**src/ccpcu_pkg.sv**
```systemverilog
package ccpcu_pkg;
    // register word offsets on the plain register port
    localparam logic [3:0] CCPCU_ADDR_CONTROL = 4'h0;
    localparam logic [3:0] CCPCU_ADDR_CAPT_LOW = 4'h1;
    localparam logic [3:0] CCPCU_ADDR_CAPT_HIGH = 4'h2;
    localparam logic [3:0] CCPCU_ADDR_FLAGS = 4'h3;
    localparam logic [3:0] CCPCU_ADDR_ENABLE = 4'h4;
    localparam logic [3:0] CCPCU_ADDR_CLEAR = 4'h5;
    localparam logic [3:0] CCPCU_ADDR_STATUS = 4'h6;

    // control register layout
    localparam int CCPCU_MODE_LSB = 0;
    localparam int CCPCU_MODE_MSB = 3;
    localparam int CCPCU_DUTY_LSB = 4;
    localparam int CCPCU_DUTY_MSB = 5;
    localparam logic [7:0] CCPCU_CONTROL_RESET = 8'h00;
    localparam logic [7:0] CCPCU_CONTROL_MASK = 8'h3f;

    // flag bit of the capture event in flag, enable and clear registers
    localparam int CCPCU_FLAG_CAPTURE = 0;

    // mode select encodings
    localparam logic [3:0] CCPCU_MODE_OFF = 4'h0;
    localparam logic [3:0] CCPCU_MODE_FALL = 4'h4;
    localparam logic [3:0] CCPCU_MODE_RISE = 4'h5;
    localparam logic [3:0] CCPCU_MODE_RISE4 = 4'h6;
    localparam logic [3:0] CCPCU_MODE_RISE16 = 4'h7;

    // prescaler counts
    localparam logic [3:0] CCPCU_PRE4_LAST = 4'h3;
    localparam logic [3:0] CCPCU_PRE16_LAST = 4'hf;
    localparam logic [3:0] CCPCU_PRE_ZERO = 4'h0;
    localparam logic [3:0] CCPCU_PRE_ONE = 4'h1;
endpackage

```
**src/ccpcu_sync_edge.sv**
```systemverilog
`timescale 1ns/1ns
`default_nettype none
// two-flop synchroniser of the pin followed by edge detection
module ccpcu_sync_edge (
    input wire logic clk,
    input wire logic rst,
    input wire logic pin_in,
    output logic rise,
    output logic fall
);
    logic meta_q;
    logic sync_q;
    logic last_q;

    // first flop feeds only the second flop
    always_ff @(posedge clk or posedge rst) begin
        if (rst) begin
            meta_q <= 1'b0;
            sync_q <= 1'b0;
            last_q <= 1'b0;
        end else begin
            meta_q <= pin_in;
            sync_q <= meta_q;
            last_q <= sync_q;
        end
    end

    // edges are seen on the synchronised level only
    assign rise = sync_q & ~last_q;
    assign fall = ~sync_q & last_q;
endmodule
`default_nettype wire

```
**src/ccpcu_capture_unit.sv**
```systemverilog
`timescale 1ns/1ns
`default_nettype none
// Function
// RQ1 - each capture event copies all 16 bits of timer one into capture pair
// RQ2 - events: every falling, every rising, every 4th or 16th rising edge
// RQ3 - mode 0100 captures falling edges, mode 0101 rising edges
// RQ4 - a capture sets the capture interrupt flag
// RQ5 - flag stays set until software clears it; hardware never clears it
// RQ6 - a new capture overwrites an unread captured value
// RQ7 - pin driven as output can still cause captures from its own level
// RQ8 - software should make the pin an input while capturing
// RQ9 - timer one must run synchronously for captures to work
// RQ10 - mode changes may raise a false capture; software clears the flag
// RQ11 - prescaler counter held clear when off or not capturing
// RQ12 - any reset clears the prescaler counter
// RQ13 - switching prescale settings does not clear the prescaler counter
// RQ14 - software should zero control before selecting a new prescale
// RQ15 - control bits 5-4 hold the two low pwm duty bits
// RQ16 - control bits 3-0 are the mode select field
// RQ17 - pin is synchronised and edge detected before the prescaler
// RQ18 - mode zero turns the unit off and clears capture state
module ccpcu_capture_unit (
    input wire logic clk,
    input wire logic rst,
    input wire logic [3:0] reg_addr,
    input wire logic [7:0] reg_wdata,
    input wire logic reg_wr,
    input wire logic reg_rd,
    output logic [7:0] reg_rdata,
    input wire logic [15:0] timer_one_count,
    input wire logic capture_pin_in,
    output logic capture_pin_out,
    output logic capture_pin_oe,
    output logic [3:0] mode_select_field,
    output logic [1:0] pwm_duty_low_bits,
    output logic irq
);
    import ccpcu_pkg::*;

    // ****************************************
    // registers and decode
    // ****************************************
    logic [7:0] control_q;
    logic [15:0] capture_q;
    logic flag_q;
    logic enable_q;
    logic [3:0] pre_q;
    logic [3:0] pre_d;
    logic [7:0] rdata_q;
    logic edge_rise;
    logic edge_fall;
    logic capture_mode;
    logic capture_event;
    logic mode_off;
    logic wr_control;
    logic wr_clear;
    logic wr_enable;

    assign wr_control = reg_wr && (reg_addr == CCPCU_ADDR_CONTROL);
    assign wr_clear = reg_wr && (reg_addr == CCPCU_ADDR_CLEAR);
    assign wr_enable = reg_wr && (reg_addr == CCPCU_ADDR_ENABLE);

    // RQ16 mode field decode
    assign mode_select_field = control_q[CCPCU_MODE_MSB:CCPCU_MODE_LSB];
    // RQ15 duty low bits
    assign pwm_duty_low_bits = control_q[CCPCU_DUTY_MSB:CCPCU_DUTY_LSB];
    assign mode_off = (mode_select_field == CCPCU_MODE_OFF);
    assign capture_mode = (mode_select_field == CCPCU_MODE_FALL) || (mode_select_field == CCPCU_MODE_RISE)
        || (mode_select_field == CCPCU_MODE_RISE4) || (mode_select_field == CCPCU_MODE_RISE16);

    // capture never drives the pin; capture_pin_out and capture_pin_oe are tied low in every mode
    assign capture_pin_out = 1'b0;
    assign capture_pin_oe = 1'b0;

    // ****************************************
    // control register
    // ****************************************
    // unimplemented bits 7-6 are never stored, so they read zero
    always_ff @(posedge clk or posedge rst) begin
        if (rst) begin
            control_q <= CCPCU_CONTROL_RESET;
        end else if (wr_control) begin
            control_q <= reg_wdata & CCPCU_CONTROL_MASK;
        end
    end

    // ****************************************
    // edge detection and prescaler
    // ****************************************
    // RQ17 sync then edge
    // RQ7 the pad reflects our own output level too, so it is always sampled
    ccpcu_sync_edge u_sync (
        .clk(clk),
        .rst(rst),
        .pin_in(capture_pin_in),
        .rise(edge_rise),
        .fall(edge_fall)
    );

    // RQ2 edge selection and prescale
    always_comb begin
        pre_d = pre_q;
        capture_event = 1'b0;
        if (!capture_mode) begin
            // RQ11 held clear when idle
            pre_d = CCPCU_PRE_ZERO;
        end else begin
            case (mode_select_field)
                // RQ3 falling edge mode
                CCPCU_MODE_FALL: begin
                    capture_event = edge_fall;
                end
                CCPCU_MODE_RISE: begin
                    capture_event = edge_rise;
                end
                CCPCU_MODE_RISE4: begin
                    if (edge_rise) begin
                        // RQ13 count kept across prescale changes
                        capture_event = (pre_q[1:0] == CCPCU_PRE4_LAST[1:0]);
                        pre_d = pre_q + CCPCU_PRE_ONE;
                    end
                end
                CCPCU_MODE_RISE16: begin
                    if (edge_rise) begin
                        capture_event = (pre_q == CCPCU_PRE16_LAST);
                        pre_d = pre_q + CCPCU_PRE_ONE;
                    end
                end
                default: begin
                    capture_event = 1'b0;
                end
            endcase
        end
    end

    // RQ12 reset clears counter
    always_ff @(posedge clk or posedge rst) begin
        if (rst) begin
            pre_q <= CCPCU_PRE_ZERO;
        end else begin
            pre_q <= pre_d;
        end
    end

    // ****************************************
    // capture register pair
    // ****************************************
    // RQ1 full timer copy
    // RQ6 newest capture wins; RQ18 off mode clears the pair
    always_ff @(posedge clk or posedge rst) begin
        if (rst) begin
            capture_q <= 16'h0000;
        end else if (mode_off) begin
            capture_q <= 16'h0000;
        end else if (capture_event) begin
            capture_q <= timer_one_count;
        end
    end

    // ****************************************
    // interrupt flag, enable, output
    // ****************************************
    // RQ4 capture sets flag
    // RQ5 only software clears; set beats clear in the same cycle
    // RQ10 mode changes may set it falsely; software clears it
    always_ff @(posedge clk or posedge rst) begin
        if (rst) begin
            flag_q <= 1'b0;
        end else if (capture_event) begin
            flag_q <= 1'b1;
        end else if (wr_clear && reg_wdata[CCPCU_FLAG_CAPTURE]) begin
            flag_q <= 1'b0;
        end
    end

    // interrupt enable
    always_ff @(posedge clk or posedge rst) begin
        if (rst) begin
            enable_q <= 1'b0;
        end else if (wr_enable) begin
            enable_q <= reg_wdata[CCPCU_FLAG_CAPTURE];
        end
    end

    assign irq = flag_q & enable_q;

    // ****************************************
    // read port
    // ****************************************
    // data appears one cycle after the strobe and only then
    always_ff @(posedge clk or posedge rst) begin
        if (rst) begin
            rdata_q <= 8'h00;
        end else if (reg_rd) begin
            case (reg_addr)
                CCPCU_ADDR_CONTROL: rdata_q <= control_q;
                CCPCU_ADDR_CAPT_LOW: rdata_q <= capture_q[7:0];
                CCPCU_ADDR_CAPT_HIGH: rdata_q <= capture_q[15:8];
                CCPCU_ADDR_FLAGS: rdata_q <= {7'h00, flag_q};
                CCPCU_ADDR_ENABLE: rdata_q <= {7'h00, enable_q};
                CCPCU_ADDR_STATUS: rdata_q <= {4'h0, pre_q};
                default: rdata_q <= 8'h00;
            endcase
        end else begin
            rdata_q <= 8'h00;
        end
    end
    assign reg_rdata = rdata_q;
endmodule
`default_nettype wire

```
**config.mk**
```make
export PLATFORM = sky130hd
export DESIGN_NAME = ccpcu_capture_unit
export DESIGN_NICKNAME = d
export VERILOG_FILES = /design/src/ccpcu_pkg.sv /design/src/ccpcu_sync_edge.sv /design/src/ccpcu_capture_unit.sv
export SDC_FILE = /design/constraint.sdc
export NUM_CORES = 1
export LEC_CHECK = 0
export BUFFER_PORTS_ARGS = -buffer_cell sky130_fd_sc_hd__buf_2
export CAP_MARGIN = 30
export CORE_MARGIN = 10
export CORE_UTILIZATION = 50
export DETAILED_ROUTE_END_ITERATION = 7
export PLACE_DENSITY = 0.76
export REMOVE_ABC_BUFFERS = 1
export SYNTH_ARGS = -nofsm -noshare
export SYNTH_HDL_FRONTEND = slang
export SYNTH_SLANG_ARGS = --single-unit
```
**constraint.sdc**
```tcl
create_clock -name clk -period 3.7 [get_ports clk]
set_input_delay 0.74 -clock clk [delete_from_list [all_inputs] [get_ports clk]]
set_output_delay 0.74 -clock clk [all_outputs]
set_load 0.1 [all_outputs]
```
==> impl_metrics.yaml <==
routing:
  drt-initial-drc-count: 74
  vias: 1345
  route.detailed.vias_per_inst: 5.09
  first_pass_iters: 4
  wl_per_cell_um: 14.5
  route.antenna.remaining_nets: 0
  drt_drc_violations_left: 0
  total_wire_length_after_detailed_routing_mm: 3.82
synth:
  postSynth.asyncResetShare: 1.00
  syn-instance-count: 172
  syn-cell-area_mm2: 0.00186
  synth_seq_cells: 39
  synth_edf_count: 0
  synth.yosys.warnings: 0
  synth_sequential_area_ratio: 0.524
  avgSynthCellArea_um2: 10.8
  dominant_register_cell_in_the_synthesized_netlist: "sky130_fd_sc_hd__dfrtp_1"
  synth.lib_cells_used.distinct: 37
final_layout:
  fin_nets: 249
  layout.cells.most_common: "sky130_fd_sc_hd__buf_2"
  layout_common_cells: "45 x sky130_fd_sc_hd__buf_2, 39 x sky130_fd_sc_hd__dfrtp_1, 22 x sky130_fd_sc_hd__nand2_1"
  insertedDiodeCount: 0
  areaGrowthSynthToFinish_pct: 17.9
  drive_above_1_share: 0.301
cts:
  hold_buffers: 0
  cts_resized: 0
  worst_skew_pair.late_latency_ns: 0.29
  cts_tree: "yes"
  clock_path_buffers: 2
  cts.clk_slew.worst_paths_ns: 0.08
  numCtsBuffers: 5
  cts_max_level: 2
  cts.repair_timing.setup_buffer_count: 0
  number_of_clock_sinks: 39
  clk_root_buffer_cell: "sky130_fd_sc_hd__clkbuf_8"
critical_path:
  worstPathCellList: "buf_2 -> nor4b_1 -> a22oi_1 -> o21ai_0 -> nor2b_1"
  critical_path.reg2reg.endpoint: "capture_q[13]"
  crit_path_max_incr_delay_ns: 0.87
  r2r-start: "control_q[0]"
  critical_path_required_ns: 3.92
  path_class: "input port to flop"
  ff2ff_path_depth: 4
  reg2reg_slack_ns: 1.75
  library_cell_contributing_the_largest_single_delay_on_the_critical_path: "sky130_fd_sc_hd__nor4b_1"
  endpoint_kind: "flop"
  worst-endpoint-arrival_ns: 2.31
  cp-start-kind: "input port"
  worst-path-max-fanout: 13
grt:
  grt_pass1_vias: 1383
  wire_length_of_the_first_global_routing_pass_mm: 6.35
  grt_overflow_total: 0
  initial_antenna_violation_count: 0
  groute.usage.overall: 0.124
  grt_start_max_net_pins: 40
sta:
  max-slew-margin-rel: 0.301
  fin_hold_ws_ns: 0.360
  fin_crit_sh: 0.564
  timing.final.hold_violations: 0
  setup_viol: 0
  finalClockSkew_ns: 0.00903
  fin_crit_ns: 2.09
  timing_worst_slew_pin_value_ns: 1.03
  final.setup.tns_ns: 0
  grt_setup_unrepaired: "no"
  final_slew_viol_count: 0
  achievable-frequency_mhz: 479
die:
  core_region_area_mm2: 0.00363
  floorplan.die.height_um: 81.0
  die_area_mm2: 0.00657
  die_w_um: 81.0
  rows: 22
  io-pin-count: 50
  floorplan.initialDensity: 0.513
hold_path:
  hold-path-cell-count: 0
  hold_class: "flop to flop"
  min-delay-start: "u_sync.meta_q"
  timing.hold.worst_endpoint: "u_sync.sync_q"
outcome:
  outcome: "finished, final reports clean"
power:
  power_per_cell_area_mw_per_mm2: 560
  p_leak_nw: 1.20
  peakVddDrop_uv: 370
  power_mw: 1.23
placement:
  place.port_buffers: 45
  gp_congestion: 0.823
  place.detailed.hpwl_mm: 2.85
run:
  max_cap_violation_count: 0
-- cells in the mapped netlist, types with 2 or more instances --
cell | instances | area, um2
sky130_fd_sc_hd__buf_2 | 3 | 15.0
sky130_fd_sc_hd__nor4_1 | 3 | 18.8
sky130_fd_sc_hd__buf_4 | 2 | 15.0
sky130_fd_sc_hd__a21oi_1 | 3 | 15.0
sky130_fd_sc_hd__nor4b_1 | 2 | 17.5
sky130_fd_sc_hd__nand2_1 | 22 | 82.6
sky130_fd_sc_hd__mux2i_1 | 21 | 210
sky130_fd_sc_hd__mux2_2 | 7 | 78.8
sky130_fd_sc_hd__nor3_1 | 2 | 10.0
sky130_fd_sc_hd__clkbuf_1 | 4 | 15.0
sky130_fd_sc_hd__nor2_1 | 9 | 33.8
sky130_fd_sc_hd__o21ai_0 | 3 | 15.0
sky130_fd_sc_hd__nor3b_1 | 3 | 22.5
sky130_fd_sc_hd__a22oi_1 | 7 | 52.6
sky130_fd_sc_hd__nor2b_1 | 2 | 12.5
sky130_fd_sc_hd__inv_1 | 17 | 63.8
sky130_fd_sc_hd__nand3b_1 | 3 | 22.5
sky130_fd_sc_hd__xor2_1 | 2 | 17.5
sky130_fd_sc_hd__dfrtp_1 | 39 | 976
-- registers in the layout, indices dropped and copies added, names as in the netlist --
| signal | flops |
|---|---|
| pre_q | 4 |
| reg_rdata | 8 |
| flag_q | 1 |
| u_sync.last_q | 1 |
| u_sync.meta_q | 1 |
| u_sync.sync_q | 1 |
| enable_q | 1 |
| control_q | 6 |
| capture_q | 16 |
-- report_power, final --
part           internal [mW]  total (mW)  switching (mW)  leakage, nW
Sequential             0.489       0.539          0.0494        0.517
Clock                  0.201       0.348           0.147       0.0581
Combinational         0.0923       0.344           0.251        0.625
Total                  0.782        1.23           0.448         1.20
-- cell type report --
class / instances / area (um2)
clock buffer: 5 / 68.8
clock inverter: 3 / 43.8
fill: 339 / 1440
inverter: 17 / 63.8
multi-input combinational: 106 / 751
sequential: 39 / 976
tap: 48 / 60.1
timing repair buffer: 46 / 233
-- critical path, delay by kind of cell --
family / cells / cell delay (ns)
and+or+nand+nor: 2 / 1.01
AOI/OAI and AO/OA: 2 / 0.32
buffers and inverters: 1 / 0.24
-- routing by layer --
metal	wire, um	vias up	GRT usage
met2	1750	36	0.191
met3	305	4	0.0574
met4	47	0	0.0536
met5	0	-	0
li1	-	664	-
met1	1720	641	0.145
-- logic make-up after synthesis --
logic type,Yosys count,share of synthesized area
AOI/OAI and AO/OA,17,0.0611
xor gates and xnor gates,3,0.0141
adders and majority gates,1,0.00671
buffers and inverters,28,0.0752
DFF,39,0.524
muxes,29,0.167
other,1,0.00201
and+or+nand+nor,54,0.150
-- worst max path at each step --
stage                            start      endpoint  slack, ns  cells after the start
after floorplan           control_q[1]  capture_q[0]       1.42                      4
after global routing       reg_addr[1]  reg_rdata[1]       1.49                      5
after detailed placement   reg_addr[1]  reg_rdata[2]       1.38                      5
after global placement     reg_addr[1]  reg_rdata[1]       1.44                      5
after CTS                  reg_addr[1]  reg_rdata[2]       1.70                      5
final                      reg_addr[1]  reg_rdata[2]       1.61                      5
-- per-stage QoR --
stage	instances	setup WS, ns	utilization	instance area [um2]
2_1_floorplan	162	1.42	-	1790
3_3_place_gp	256	1.44	0.573	2080
3_5_place_dp	256	1.38	0.573	2080
4_1_cts	264	1.70	0.604	2200
5_1_grt	264	1.49	0.604	2200
6_report	264	1.61	0.604	2200
Note: power is estimated with default switching activity, not from simulation.
